`config.mk`:
```
export PLATFORM = sky130hd
export DESIGN_NAME = pect_timer
export DESIGN_NICKNAME = d
export VERILOG_FILES = /design/src/inc/pect_pkg.sv /design/src/verilog/pect_pin_filter.sv /design/src/verilog/pect_timer.sv
export SDC_FILE = /design/constraint.sdc
export NUM_CORES = 1
export LEC_CHECK = 0
export BUFFER_PORTS_ARGS = -buffer_cell sky130_fd_sc_hd__buf_2
export CORE_MARGIN = 2
export CORE_UTILIZATION = 46
export DETAILED_ROUTE_END_ITERATION = 8
export PLACE_DENSITY_LB_ADDON = 0.1
export RECOVER_POWER = 100
export SLEW_MARGIN = 20
export SYNTH_ARGS = -nofsm -noshare
export SYNTH_HDL_FRONTEND = slang
export SYNTH_SLANG_ARGS = --single-unit
```
`constraint.sdc`:
```
create_clock -name sys_clk -period 2.4 [get_ports sys_clk]
set_clock_uncertainty 0.05 [all_clocks]
set_input_delay 0.24 -clock sys_clk [delete_from_list [all_inputs] [get_ports sys_clk]]
set_output_delay 0.24 -clock sys_clk [all_outputs]
set_load 0.01 [all_outputs]
```
`src/inc/pect_pkg.sv`:
```
// Shared constants, types and mode decode for the PWM / event / capture timer
package pect_pkg;

    localparam int COUNT_WIDTH = 16;
    localparam logic [COUNT_WIDTH-1:0] COUNT_ZERO = 16'h0000;
    localparam logic [COUNT_WIDTH-1:0] COUNT_RESET = 16'h0000;
    localparam logic [COUNT_WIDTH-1:0] AUX_RESET = 16'h0000;
    // The instruction-cycle tick is the oscillator (sys_clk) divided by ten
    localparam int TC_DIVIDE = 10;

    typedef enum logic [2:0] {
        MODE_EVENT = 3'h1,
        MODE_PWM = 3'h2,
        MODE_CAPTURE = 3'h4
    } pect_mode_e;

    typedef struct packed {
        logic modeBit3;
        logic modeBit2;
        logic modeBit1;
        logic enableA;
        logic enableB;
    } pect_ctrl_s;

    typedef struct packed {
        logic counterWr;
        logic auxAWr;
        logic auxBWr;
        logic runWr;
        logic runVal;
        logic clrPendA;
        logic clrPendB;
        logic [COUNT_WIDTH-1:0] data;
    } pect_sw_s;

    function automatic pect_mode_e pect_decode(input pect_ctrl_s c);
        if (c.modeBit2) begin
            return MODE_CAPTURE;
        end else if (c.modeBit3) begin
            return MODE_PWM;
        end
        return MODE_EVENT;
    endfunction : pect_decode

endpackage : pect_pkg

```
`src/verilog/pect_pin_filter.sv`:
```
// Three-stage pin synchroniser with agreement filter and edge pulses
`timescale 1ns/100ps
module pect_pin_filter (
    input wire logic sys_clk,
    input wire logic reset,
    input wire logic pinIn,
    output logic level,
    output logic rise,
    output logic fall
);

    logic sync1_reg;
    logic sync2_reg;
    logic sync3_reg;
    logic level_reg;
    logic agree;

    // First stage feeds only the second; the filter looks at stages two and three
    always_ff @(posedge sys_clk) begin
        if (reset) begin
            sync1_reg <= 1'b0;
            sync2_reg <= 1'b0;
            sync3_reg <= 1'b0;
        end else begin
            sync1_reg <= pinIn;
            sync2_reg <= sync1_reg;
            sync3_reg <= sync2_reg;
        end
    end

    assign agree = (sync2_reg == sync3_reg);

    always_ff @(posedge sys_clk) begin
        if (reset) begin
            level_reg <= 1'b0;
        end else if (agree) begin
            level_reg <= sync3_reg;
        end
    end

    assign level = level_reg;
    assign rise = agree && sync3_reg && !level_reg;
    assign fall = agree && !sync3_reg && level_reg;

endmodule : pect_pin_filter

```
`src/verilog/pect_timer.sv`:
```
// 16-bit timer block: PWM with alternating reload, event counting, dual capture
`timescale 1ns/100ps
module pect_timer
    import pect_pkg::*;
#(
    parameter int TC_DIV = TC_DIVIDE
) (
    input wire logic sys_clk,
    input wire logic reset,
    input wire pect_ctrl_s ctrl,
    input wire pect_sw_s sw,
    input wire logic lowPower,
    input wire logic pinAIn,
    output logic pinAOut,
    output logic pinAOe_n,
    input wire logic pinB,
    output logic [COUNT_WIDTH-1:0] counter,
    output logic [COUNT_WIDTH-1:0] auxRegA,
    output logic [COUNT_WIDTH-1:0] auxRegB,
    output logic runOrUnderflowPend,
    output logic pendingA,
    output logic pendingB,
    output logic irqA,
    output logic irqB
);

    localparam int TICK_W = $clog2(TC_DIV);

    logic [TICK_W-1:0] tickCnt_reg;
    logic [TICK_W-1:0] tickCnt_next;
    logic [COUNT_WIDTH-1:0] counter_reg;
    logic [COUNT_WIDTH-1:0] auxA_reg;
    logic [COUNT_WIDTH-1:0] auxB_reg;
    logic run_reg;
    logic pendA_reg;
    logic pendB_reg;
    logic fromB_reg;
    logic pwmLevel_reg;
    logic pinAOe_n_reg;
    logic irqA_reg;
    logic irqB_reg;
    pect_mode_e mode;
    logic tcTick;
    logic aRise;
    logic aFall;
    logic bRise;
    logic bFall;
    logic atZero;
    logic pwmStep;
    logic evtStep;
    logic capStep;
    logic step;
    logic underflow;
    logic pwmUnder;
    logic capEdgeA;
    logic capEdgeB;
    logic evtEdgeB;
    logic setPendA;
    logic setPendB;

    ////////////////////////////////////////////////////////////////////////////
    // Pin conditioning

    pect_pin_filter u_pin_a (
        .sys_clk(sys_clk),
        .reset(reset),
        .pinIn(pinAIn),
        .level(),
        .rise(aRise),
        .fall(aFall)
    );

    pect_pin_filter u_pin_b (
        .sys_clk(sys_clk),
        .reset(reset),
        .pinIn(pinB),
        .level(),
        .rise(bRise),
        .fall(bFall)
    );

    ////////////////////////////////////////////////////////////////////////////
    // Instruction-cycle tick; the divider stops too so a resume keeps phase

    assign tcTick = !lowPower && (tickCnt_reg == TICK_W'(TC_DIV - 1));
    assign tickCnt_next = tcTick ? '0 : tickCnt_reg + 1'b1;

    always_ff @(posedge sys_clk) begin
        if (reset) begin
            tickCnt_reg <= '0;
        end else if (!lowPower) begin
            tickCnt_reg <= tickCnt_next;
        end
    end

    ////////////////////////////////////////////////////////////////////////////
    // Mode decode and count events

    assign mode = pect_decode(ctrl);
    assign atZero = (counter_reg == COUNT_ZERO);
    assign pwmStep = (mode == MODE_PWM) && run_reg && tcTick;
    assign evtStep = (mode == MODE_EVENT) && run_reg && !lowPower
        && (ctrl.modeBit1 ? aFall : aRise);
    assign capStep = (mode == MODE_CAPTURE) && tcTick;
    assign step = pwmStep || evtStep || capStep;
    assign underflow = step && atZero;
    assign pwmUnder = pwmStep && atZero;
    assign capEdgeA = (mode == MODE_CAPTURE) && !lowPower
        && (ctrl.modeBit1 ? aFall : aRise);
    assign capEdgeB = (mode == MODE_CAPTURE) && !lowPower
        && (ctrl.modeBit3 ? bFall : bRise);
    assign evtEdgeB = (mode == MODE_EVENT) && !lowPower && bRise;

    ////////////////////////////////////////////////////////////////////////////
    // Counter

    // Reset value is only for clean simulation; software loads it before use
    always_ff @(posedge sys_clk) begin
        if (reset) begin
            counter_reg <= COUNT_RESET;
        end else if (sw.counterWr) begin
            counter_reg <= sw.data;
        end else if (pwmUnder) begin
            counter_reg <= fromB_reg ? auxB_reg : auxA_reg;
        end else if (step) begin
            counter_reg <= counter_reg - 1'b1;
        end
    end

    // Cleared while stopped so the first reload after a start uses A
    always_ff @(posedge sys_clk) begin
        if (reset) begin
            fromB_reg <= 1'b0;
        end else if ((mode != MODE_PWM) || !run_reg) begin
            fromB_reg <= 1'b0;
        end else if (pwmUnder) begin
            fromB_reg <= !fromB_reg;
        end
    end

    ////////////////////////////////////////////////////////////////////////////
    // Auxiliary registers; a capture beats a software write in the same cycle

    always_ff @(posedge sys_clk) begin
        if (reset) begin
            auxA_reg <= AUX_RESET;
        end else if (capEdgeA) begin
            auxA_reg <= counter_reg;
        end else if (sw.auxAWr) begin
            auxA_reg <= sw.data;
        end
    end

    always_ff @(posedge sys_clk) begin
        if (reset) begin
            auxB_reg <= AUX_RESET;
        end else if (capEdgeB) begin
            auxB_reg <= counter_reg;
        end else if (sw.auxBWr) begin
            auxB_reg <= sw.data;
        end
    end

    ////////////////////////////////////////////////////////////////////////////
    // Flags; a hardware set always wins over a clear in the same cycle

    assign setPendA = (pwmUnder && !fromB_reg)
        || ((mode == MODE_EVENT) && underflow)
        || capEdgeA;
    assign setPendB = (pwmUnder && fromB_reg)
        || evtEdgeB
        || capEdgeB;

    always_ff @(posedge sys_clk) begin
        if (reset) begin
            pendA_reg <= 1'b0;
        end else if (setPendA) begin
            pendA_reg <= 1'b1;
        end else if (sw.clrPendA) begin
            pendA_reg <= 1'b0;
        end
    end

    always_ff @(posedge sys_clk) begin
        if (reset) begin
            pendB_reg <= 1'b0;
        end else if (setPendB) begin
            pendB_reg <= 1'b1;
        end else if (sw.clrPendB) begin
            pendB_reg <= 1'b0;
        end
    end

    // Bit0 doubles as run control and capture underflow flag; software clears it
    always_ff @(posedge sys_clk) begin
        if (reset) begin
            run_reg <= 1'b0;
        end else if ((mode == MODE_CAPTURE) && underflow) begin
            run_reg <= 1'b1;
        end else if (sw.runWr) begin
            run_reg <= sw.runVal;
        end
    end

    ////////////////////////////////////////////////////////////////////////////
    // Pin A output: driven only in PWM toggle mode

    always_ff @(posedge sys_clk) begin
        if (reset) begin
            pwmLevel_reg <= 1'b0;
        end else if (pwmUnder && ctrl.modeBit1) begin
            pwmLevel_reg <= !pwmLevel_reg;
        end
    end

    always_ff @(posedge sys_clk) begin
        if (reset) begin
            pinAOe_n_reg <= 1'b1;
        end else begin
            pinAOe_n_reg <= !((mode == MODE_PWM) && ctrl.modeBit1);
        end
    end

    ////////////////////////////////////////////////////////////////////////////
    // Interrupt requests

    always_ff @(posedge sys_clk) begin
        if (reset) begin
            irqA_reg <= 1'b0;
            irqB_reg <= 1'b0;
        end else begin
            irqA_reg <= ctrl.enableA
                && (pendA_reg || ((mode == MODE_CAPTURE) && run_reg));
            irqB_reg <= ctrl.enableB && pendB_reg;
        end
    end

    assign pinAOut = pwmLevel_reg;
    assign pinAOe_n = pinAOe_n_reg;
    assign counter = counter_reg;
    assign auxRegA = auxA_reg;
    assign auxRegB = auxB_reg;
    assign runOrUnderflowPend = run_reg;
    assign pendingA = pendA_reg;
    assign pendingB = pendB_reg;
    assign irqA = irqA_reg;
    assign irqB = irqB_reg;
endmodule : pect_timer
```
# After elaboration in Yosys (flattened, before gate mapping)
# Index checks and enable logic that the tools add are counted.
[op_classes] n_reduce_logical=56 n_addsub=2 mux=22 n_eq_ne=7
[op_table] cell="$mux 16" n=8
[op_table] cell="$logic_and 1x1->1" n=31
[op_table] cell="$logic_not 16->1" n=1
[op_table] cell="$sub 16x1->16 const B" n=1
[op_table] cell="$mux 1" n=10
[op_table] cell="$reduce_bool 2->1" n=5
[op_table] cell="$logic_not 1->1" n=9
[op_table] cell="$mux 3" n=3
[op_table] cell="$logic_or 1x1->1" n=8
[op_table] cell="$add 4x1->4 const B" n=1
[op_table] cell="$eq 4x4->1 const B" n=1
[op_table] cell="$mux 4" n=1
[op_table] cell="$eq 3x1->1 const B" n=1
[op_table] cell="$eq 3x2->1 const B" n=1
[op_table] cell="$eq 3x3->1 const B" n=1
[op_table] cell="$ne 3x2->1 const B" n=1
[op_table] cell="$reduce_bool 3->1" n=1
[op_table] cell="$eq 1x1->1" n=2
[op_table] cell="$reduce_or 2->1" n=1
[word_totals] out_inout_bits=55 reg_bits=68

# Longest topological paths before layout
# Gate-level depths: netlist of the first run.
[depth] depth_word=14 ltp_mapped=9 ltp_nobuf=7

# Hierarchy
# Synthesis of the first run repeated with hierarchy kept, for this count alone.
[unflattened] cells_unflattened=417 area_unflattened_um2=3694.8
[by_module_without_submodules] module="pect_timer" cells_per_inst=387 instances=1 seq_area_each_um2=1201.2 area_per_inst_um2=3384.5
[by_module_without_submodules] module="pect_pin_filter" cells_per_inst=15 instances=2 seq_area_each_um2=80.1 area_per_inst_um2=155.1

# Worst setup path before layout of the first run
# No wires, ideal clock.
[synth_path] kind="flip-flop to flip-flop" startpoint="register counter_reg[5], in the netlist counter[5]" endpoint="register counter_reg[15], in the netlist counter[15]" synth_period_minus_slack_ns=2.057 stages_incl_launch_ff=7 t_arrival_ns=1.885 n_path_buf=1 setup_slack_ns=0.343 setup_ns=0.122 path_cell_list="dfxtp_1 buf_2 or4_4 nor4_4 nand3b_1 xnor2_1 o31a_2"
[synth_between] elab_chain_len=4 elab_cells_between_ends=7 cone_classes="add/sub (1); mux (3); reduce/logical (3)"
[synth_lines] element="start, declared" line="pect_timer.sv:31" rtl="logic [COUNT_WIDTH-1:0] counter_reg;"
[synth_lines] element="start signal, assigned" line="pect_timer.sv:122" rtl="counter_reg <= sw.data;"
[synth_lines] element="start signal, assigned" line="pect_timer.sv:124" rtl="counter_reg <= fromB_reg ? auxB_reg : auxA_reg;"
[synth_lines] element="start signal, assigned" line="pect_timer.sv:126" rtl="counter_reg <= counter_reg - 1'b1;"
[synth_lines] element="$sub 16x1->16 or $logic_not 16->1 (tied branches)" line="pect_timer.sv:126, pect_timer.sv:100"
[synth_lines] element="$mux 16 or $logic_and 1x1->1 (tied branches)" line="pect_timer.sv:125, pect_timer.sv:107"
[synth_lines] element="$mux 16" line="pect_timer.sv:123" rtl="end else if (pwmUnder) begin"
[synth_lines] element="$mux 16" line="pect_timer.sv:121" rtl="end else if (sw.counterWr) begin"
# Several ways; a longest one is shown, not always the timed one. The select of a mux whose other input is x is not followed.
# A chain may end at the register's enable or synchronous reset.

# Worst setup path in the final report of the first run
[layout_path] startpoint="register tickCnt_reg[0]" endpoint="register pwmLevel_reg, in the netlist pinAOut"
[layout_between] elab_chain_len=5
[layout_lines] element="start, declared" line="pect_timer.sv:29" rtl="logic [TICK_W-1:0] tickCnt_reg;"
[layout_lines] element="start signal, assigned" line="pect_timer.sv:92" rtl="tickCnt_reg <= tickCnt_next;"
[layout_lines] element="$eq 4x4->1" line="pect_timer.sv:85" rtl="assign tcTick = !lowPower && (tickCnt_reg == TICK_W'(TC_DIV - 1));"
[layout_lines] element="$logic_and 1x1->1" line="pect_timer.sv:85"
[layout_lines] element="$logic_and 1x1->1" line="pect_timer.sv:101" rtl="assign pwmStep = (mode == MODE_PWM) && run_reg && tcTick;"
[layout_lines] element="$logic_and 1x1->1" line="pect_timer.sv:107" rtl="assign pwmUnder = pwmStep && atZero;"
[layout_lines] element="$logic_and 1x1->1" line="pect_timer.sv:211" rtl="end else if (pwmUnder && ctrl.modeBit1) begin"
[layout_lines] element="end signal, assigned" line="pect_timer.sv:212" rtl="pwmLevel_reg <= !pwmLevel_reg;"
[layout_lines] element="end, declared" line="pect_timer.sv:38" rtl="logic pwmLevel_reg;"
# No other way between the ends.

==> results of run 1 <==
-- final timing paths --
check,endpoint,slack [ps]
worst max-delay path,pinAOut$_SDFFE_PP0P_,240
worst min register to register,u_pin_b.sync2_reg$_SDFF_PP0_,390
worst min-delay path,u_pin_a.sync1_reg$_SDFF_PP0_,50
worst max register to register,pinAOut$_SDFFE_PP0P_,240
-- per-stage QoR --
stage               setup WS, ps  area (µm²)  util, %
floorplan                    343        3830        -
global placement             273        4320     53.1
detailed placement           156        4320     53.1
CTS                          128        4510     55.4
global route                58.8        4460     54.9
finish                       235        4460     54.9
-- area by class of cell --
cell class | instances | area (µm²) | share of cell area, %
tap | 105 | 131 | 2.94
inverter | 26 | 97.6 | 2.19
timing repair buffer | 97 | 483 | 10.8
sequential | 68 | 1360 | 30.5
multi-input combinational | 309 | 2200 | 49.3
clock inverter | 5 | 52.6 | 1.18
clock buffer | 10 | 138 | 3.08
-- cells in the mapped netlist (2+ instances only) --
cell type	number
a211oi_1	9
a21oi_1	46
a221oi_1	6
buf_1	4
buf_2	14
buf_4	2
buf_6	2
clkbuf_1	11
dfxtp_1	68
ha_1	8
inv_1	26
mux2i_1	55
nand2_1	5
nand3_1	7
nand3b_1	4
nor2_1	75
nor2b_1	9
nor3_1	11
nor3b_1	2
nor4_1	3
nor4_2	2
nor4_4	3
o211a_1	5
o21ai_0	2
o221a_1	2
o221a_2	6
or3b_2	3
or4_4	2
xnor2_1	14
xor2_1	3
-- power by group --
part	internal [mW]	switching (mW)	total, mW
logic	0.191	0.237	0.428
registers	1.19	0.0713	1.26
clock network	0.497	0.432	0.929
-- layer usage --
layer	GRT usage [%]	wire length, µm	up-vias
li1	-	-	1692
met1	30.6	4670	1594
met2	32.5	4340	72
met3	5.22	421	8
met4	5.92	82	0
met5	0	0	-
-- critical path: stages, from the launching register on --
cell,delay (ps)
dfxtp_1,410
ha_1,190
nand2_1,70
or4_1,650
nor3_1,410
xnor2_1,170
nor2_1,50
-- what timing repair did --
item,CTS,global route
setup endpoints to repair,0,6
setup buffers,0,3
endpoints found under the hold margin,0,0
-- kinds of logic after synthesis --
| kind of cell | Yosys count |
|---|---|
| AND/OR/NAND/NOR | 142 |
| AO/OA/AOI/OAI | 87 |
| flip-flops | 68 |
| buffers and inverters | 59 |
| multiplexers | 55 |
| XOR/XNOR | 17 |
| adder cells (fa/ha/maj) | 8 |
==> flow_summary.json, run 1 <==
{
  "wire_per_inst_um": 15.3,
  "drc": 0,
  "r2r_cells": 6,
  "drv_slew": 35,
  "coreArea_um2": 8130,
  "cts_tree": "built",
  "worstSetupPathType": "flip-flop to flip-flop",
  "syn_avg_cell_area_um2": 8.78,
  "pin_count": 88,
  "async_flop_share_pct": 0,
  "worst_skew_pair.late_latency_ps": 350,
  "grt_usage_pct": 21.6,
  "h-tree-depth": 3,
  "p_per_area_nw_per_um2": 586,
  "worst_pin_slew_ps": 1600,
  "fmax_ghz": 0.462,
  "start_util_pct": 47.1,
  "crit_fanout": 5,
  "area_delta_synth_final_pct": 16.6,
  "synth_mux_area_share_pct": 14.4,
  "die_h_um": 95.2,
  "crit_path_start_kind": "flip-flop",
  "hold_slack_ps": 52.1,
  "ctsResizeCount": 0,
  "drtIter0Drc": 179,
  "synth_edf_count": 0,
  "yosysUniqueCellTypes": 57,
  "hold_violations": 0,
  "power_mw": 2.62,
  "synth_area_leaders": "dfxtp_1 (36%), mux2i_1 (14%), nor2_1 (7.4%), a21oi_1 (6.0%), xnor2_1 (3.2%)",
  "worstPathRequired_ps": 2520,
  "diodes": 0,
  "drive_above_1_share_pct": 15.9,
  "synth_top_area_cell": "dfxtp_1",
  "ys_seq_area_share_pct": 35.6,
  "cts_made_buffers": 9,
  "irDropWorstVdd_mv": 0.267,
  "status": "complete, but fails checks",
  "period_minus_slack_ps": 2160,
  "finalSetupTns_ps": 0,
  "grt_pass1_vias": 3053,
  "maxCapViolCount": 1,
  "cts.sinks": 68,
  "grt_overflow": 0,
  "placed_cells": 602,
  "cts.reportedPaths.clkPinSlew_ps": 70,
  "final_cells": 620,
  "ys_warn_count": 0,
  "io_buffers": 87,
  "syn_nets": 477,
  "yosys.area.top_type_share_pct": 35.6,
  "yosys.area_share.xor_xnor_pct": 3.89,
  "violations": "max-capacitance violations, max-slew violations",
  "final_cell_mix": "nor2_1 (75), dfxtp_1 (68), clkbuf_1 (56)",
  "synthFlopType": "dfxtp_1",
  "num-fill-cells": 821,
  "grt_pass1_wl_mm": 15.2,
  "syn-cell-area_um2": 3830,
  "hold_depth": 2,
  "clockRootBuffer": "clkbuf_8",
  "rsz0062_at_grt": "false",
  "dp_hpwl_mm": 6.56,
  "antenna_left": 0,
  "setup_viol": 0,
  "synth_compound_area_share_pct": 15.6,
  "clock_path_buffers": 2,
  "cp.arrival_ps": 2280,
  "antenna_found_initial": 0,
  "fp.dieW_um": 95.2,
  "routabilityCongestion": 0.795,
  "period_share_pct": 90.2,
  "synth_seq_cells": 68,
  "synth_cells": 436,
  "synth-simple-area-share_pct": 21.1,
  "relSlewSlack_pct": -6.76,
  "dieArea_um2": 9070,
  "worstHoldStart": "pinAIn",
  "wirelength_mm": 9.51,
  "worstSetupStartpoint": "tickCnt_reg[0]$_SDFFE_PP0N_",
  "viasPerCell": 5.43,
  "endpoint_kind": "flip-flop",
  "final_common_cell": "nor2_1",
  "hp-class": "input port to flip-flop",
  "worstReg2RegStart": "tickCnt_reg[0]$_SDFFE_PP0N_",
  "ctsHoldBuffers": 0,
  "p_leak_nw": 1.83,
  "synth_top_family_by_area": "simple AND/OR/NAND/NOR gates",
  "first_pass_iters": 5,
  "via_count": 3366,
  "synthAdderAreaFrac_pct": 2.61,
  "grt_max_degree": 36,
  "row_count": 33,
  "fin_nets": 552
}
(Power assumes the default switching activity.)
==> run 2, diff against run 1 <==
- BUFFER_PORTS_ARGS: -buffer_cell sky130_fd_sc_hd__buf_2 -> -buffer_cell sky130_fd_sc_hd__clkbuf_2
- SYNTH_HIERARCHICAL: not set -> 1
- clock period: 2.4 -> 2.7 ns (I/O delays scaled with it)
==> run 2 against run 1 <==
Clock power is 6.7% lower. Highest routed layer unchanged. Synthesized area is 3.5% lower. Critical endpoint is now pendingA$_SDFFE_PP0P_. Die area is 3.4% lower. Sequential share of layout area is 1.4 points higher. Synthesized cell count is 4.4% lower. Worst setup slack better by 43 ps. Wire length is 2.0% lower. The flow still finishes with violations (max-capacitance violations, max-slew violations). Combinational power is 27% lower. Fmax is 11% lower. Utilization is 0.13 points higher. Power is 12% lower. Register-to-register slack better by 40 ps.
==> flow_summary.json, run 2 <==
{
  "fp.dieW_um": 93.6,
  "hp-class": "input port to flip-flop",
  "synth_compound_area_share_pct": 18.6,
  "diodes": 0,
  "worstPathRequired_ps": 2850,
  "cts_setup_buffers": 0,
  "synth_mux_area_share_pct": 14.4,
  "die_h_um": 93.6,
  "final_cells": 595,
  "register_area_um2": 1360,
  "period_minus_slack_ps": 2420,
  "synth_commonest_cells": "dfxtp_1 (68), mux2i_1 (51), nor2_1 (47)",
  "cts.sinks": 68,
  "synth_area_leaders": "dfxtp_1 (37%), mux2i_1 (14%), a211oi_1 (6.9%), nor2_1 (4.8%), a21oi_1 (3.7%)",
  "cp.depth": 9,
  "fmax_ghz": 0.413,
  "synth_seq_cells": 68,
  "worst_skew_pair.late_latency_ps": 340,
  "cts_made_buffers": 9,
  "fin_nets": 529,
  "yosys.area.top_type_share_pct": 36.8,
  "antenna_found_initial": 0,
  "drc": 0,
  "final_area_um2": 4270,
  "synth.most_common_cell": "dfxtp_1",
  "area_delta_synth_final_pct": 15.6,
  "final_cell_mix": "dfxtp_1 (68), clkbuf_1 (59), mux2i_1 (51)",
  "period_share_pct": 89.7,
  "multi_input_area_um2": 2080,
  "drtIter0Drc": 158,
  "clock_path_buffers": 2,
  "place_area_um2": 4180,
  "cts_tree": "built",
  "cts.reportedPaths.clkPinSlew_ps": 70,
  "ctsResizeCount": 0,
  "crit_chain": "inv_1 -> ha_1 -> and2_0 -> mux2_1 -> nand3b_1 -> clkbuf_1 -> o221ai_1 -> a21oi_1 -> nor2_1",
  "r2r_cells": 9,
  "drive_above_1_share_pct": 13.8,
  "p_leak_nw": 1.75,
  "synth-simple-area-share_pct": 17.5,
  "critPathBufInv": 2,
  "first_pass_iters": 4,
  "num-fill-cells": 777,
  "synth_top_family_by_area": "compound AO/OA/AOI/OAI gates",
  "irDropWorstVdd_mv": 0.298,
  "hold_depth": 2,
  "grt_usage_pct": 22.2,
  "ys_warn_count": 6,
  "pin_count": 88,
  "grt_pass1_wl_mm": 15.5,
  "io_buffers": 87,
  "crit_path_max_incr_delay_ps": 600,
  "status": "complete, but fails checks",
  "clockRootBuffer": "clkbuf_8",
  "start_util_pct": 47.6,
  "syn_nets": 458,
  "dp_hpwl_mm": 6.42,
  "crit_path_start_kind": "flip-flop",
  "maxCapViolCount": 1,
  "ctsHoldBuffers": 0,
  "worst_pin_slew_ps": 1740,
  "wirelength_mm": 9.32,
  "routabilityCongestion": 0.773,
  "relSlewSlack_pct": -16.2,
  "grt_pass1_vias": 3121,
  "yosysUniqueCellTypes": 47,
  "dieArea_um2": 8760,
  "wire_per_inst_um": 15.7,
  "cp.arrival_ps": 2570,
  "via_count": 3271,
  "final_common_cell": "dfxtp_1",
  "finalSetupTns_ps": 0,
  "synth_top_area_cell": "dfxtp_1",
  "grt_overflow": 0,
  "viasPerCell": 5.50,
  "hold_violations": 0,
  "violations": "max-capacitance violations, max-slew violations",
  "rsz0062_at_grt": "false",
  "coreArea_um2": 7770,
  "p_per_area_nw_per_um2": 539,
  "syn_avg_cell_area_um2": 8.86,
  "synth_cells": 417,
  "grt_max_degree": 39,
  "ys_seq_area_share_pct": 36.8,
  "synth_edf_count": 0,
  "antenna_left": 0,
  "synthAdderAreaFrac_pct": 2.71,
  "yosys.area_share.xor_xnor_pct": 3.32,
  "placed_cells": 579,
  "setup_viol": 0,
  "drv_slew": 39,
  "crit_fanout": 15,
  "endpoint_kind": "flip-flop",
  "worstSetupPathType": "flip-flop to flip-flop",
  "row_count": 32,
  "cpLargestDelayFamily": "buffers and inverters",
  "syn-cell-area_um2": 3690,
  "h-tree-depth": 3,
  "critPathSlowestCell": "clkbuf_1",
  "synthFlopType": "dfxtp_1",
  "async_flop_share_pct": 0
}
==> run 2: cell count changes after synthesis, sizes merged, moves of 6 or more <==
cell | before | now
a211oi | 9 | 34
a21oi | 47 | 30
a221oi | 6 | 14
buf | 22 | 15
clkbuf | 11 | 23
inv | 26 | 19
nand2 | 5 | 12
nand3 | 7 | 1
nor2 | 77 | 47
o21ai | 4 | 12
o221a | 8 | 0
xnor2 | 14 | 3
xor2 | 3 | 11
==> run 2: cell type report <==
type / count / area share, %
Timing Repair Buffer: 98 / 10.1
Multi-Input combinational cell: 292 / 48.6
Clock inverter: 4 / 1.11
Tap cell: 102 / 2.99
Sequential cell: 68 / 31.9
Clock buffer: 12 / 3.63
Inverter: 19 / 1.67
==> run 2: kinds of logic (layout without fill, tap and decap cells) <==
kind of cell | count (synthesis) | in the layout
flip-flops | 68 | 68
multiplexers | 53 | 53
buffers and inverters | 57 | 133
AO/OA/AOI/OAI | 97 | 97
adder cells (fa/ha/maj) | 8 | 8
XOR/XNOR | 14 | 14
AND/OR/NAND/NOR | 120 | 120
==> run 2: worst register-to-register path, stage by stage, from the launching register on <==
cell	delay (ps)
dfxtp_1	330
inv_1	60
ha_1	180
and2_0	140
mux2_1	340
nand3b_1	120
clkbuf_1	600
o221ai_1	250
a21oi_1	160
nor2_1	50
==> run 2: metrics by stage <==
step           power (mW)  hold slack [ps]  utilization (%)  worst slack (ps)
6_report             2.30             60.1             55.0               278
2_1_floorplan        1.35              282                -               520
5_1_grt              2.42             64.7             55.0              40.0
3_3_place_gp         1.47              369             53.8               460
4_1_cts              2.33             45.8             56.4               309
3_5_place_dp         1.48              378             53.8               326
==> run 2: path summary, 6_finish.rpt <==
kind	startpoint	endpoint	slack (ps)
max	u_pin_a/sync2_reg$_SDFF_PP0_	pendingA$_SDFFE_PP0P_	280
min	ctrl[2]	pinAOe_n$_SDFF_PP1_	60
max reg2reg	u_pin_a/sync2_reg$_SDFF_PP0_	pendingA$_SDFFE_PP0P_	280
min reg2reg	u_pin_b/sync1_reg$_SDFF_PP0_	u_pin_b/sync2_reg$_SDFF_PP0_	390
==> run 2: power by group <==
part           internal, mW  switching [mW]  total, mW
sequential             1.06          0.0667       1.12
clock                 0.475           0.392      0.867
combinational         0.134           0.177      0.312
total                  1.67           0.637       2.30
==> run 2: routing by layer <==
metal  vias to the layer above  wire (µm)  global-route usage, %
li1                       1642          -                      -
met1                      1549       4560                   30.6
met2                        70       4290                   35.7
met3                        10        348                   3.63
met4                         0        116                   7.00
met5                         -          0                      0
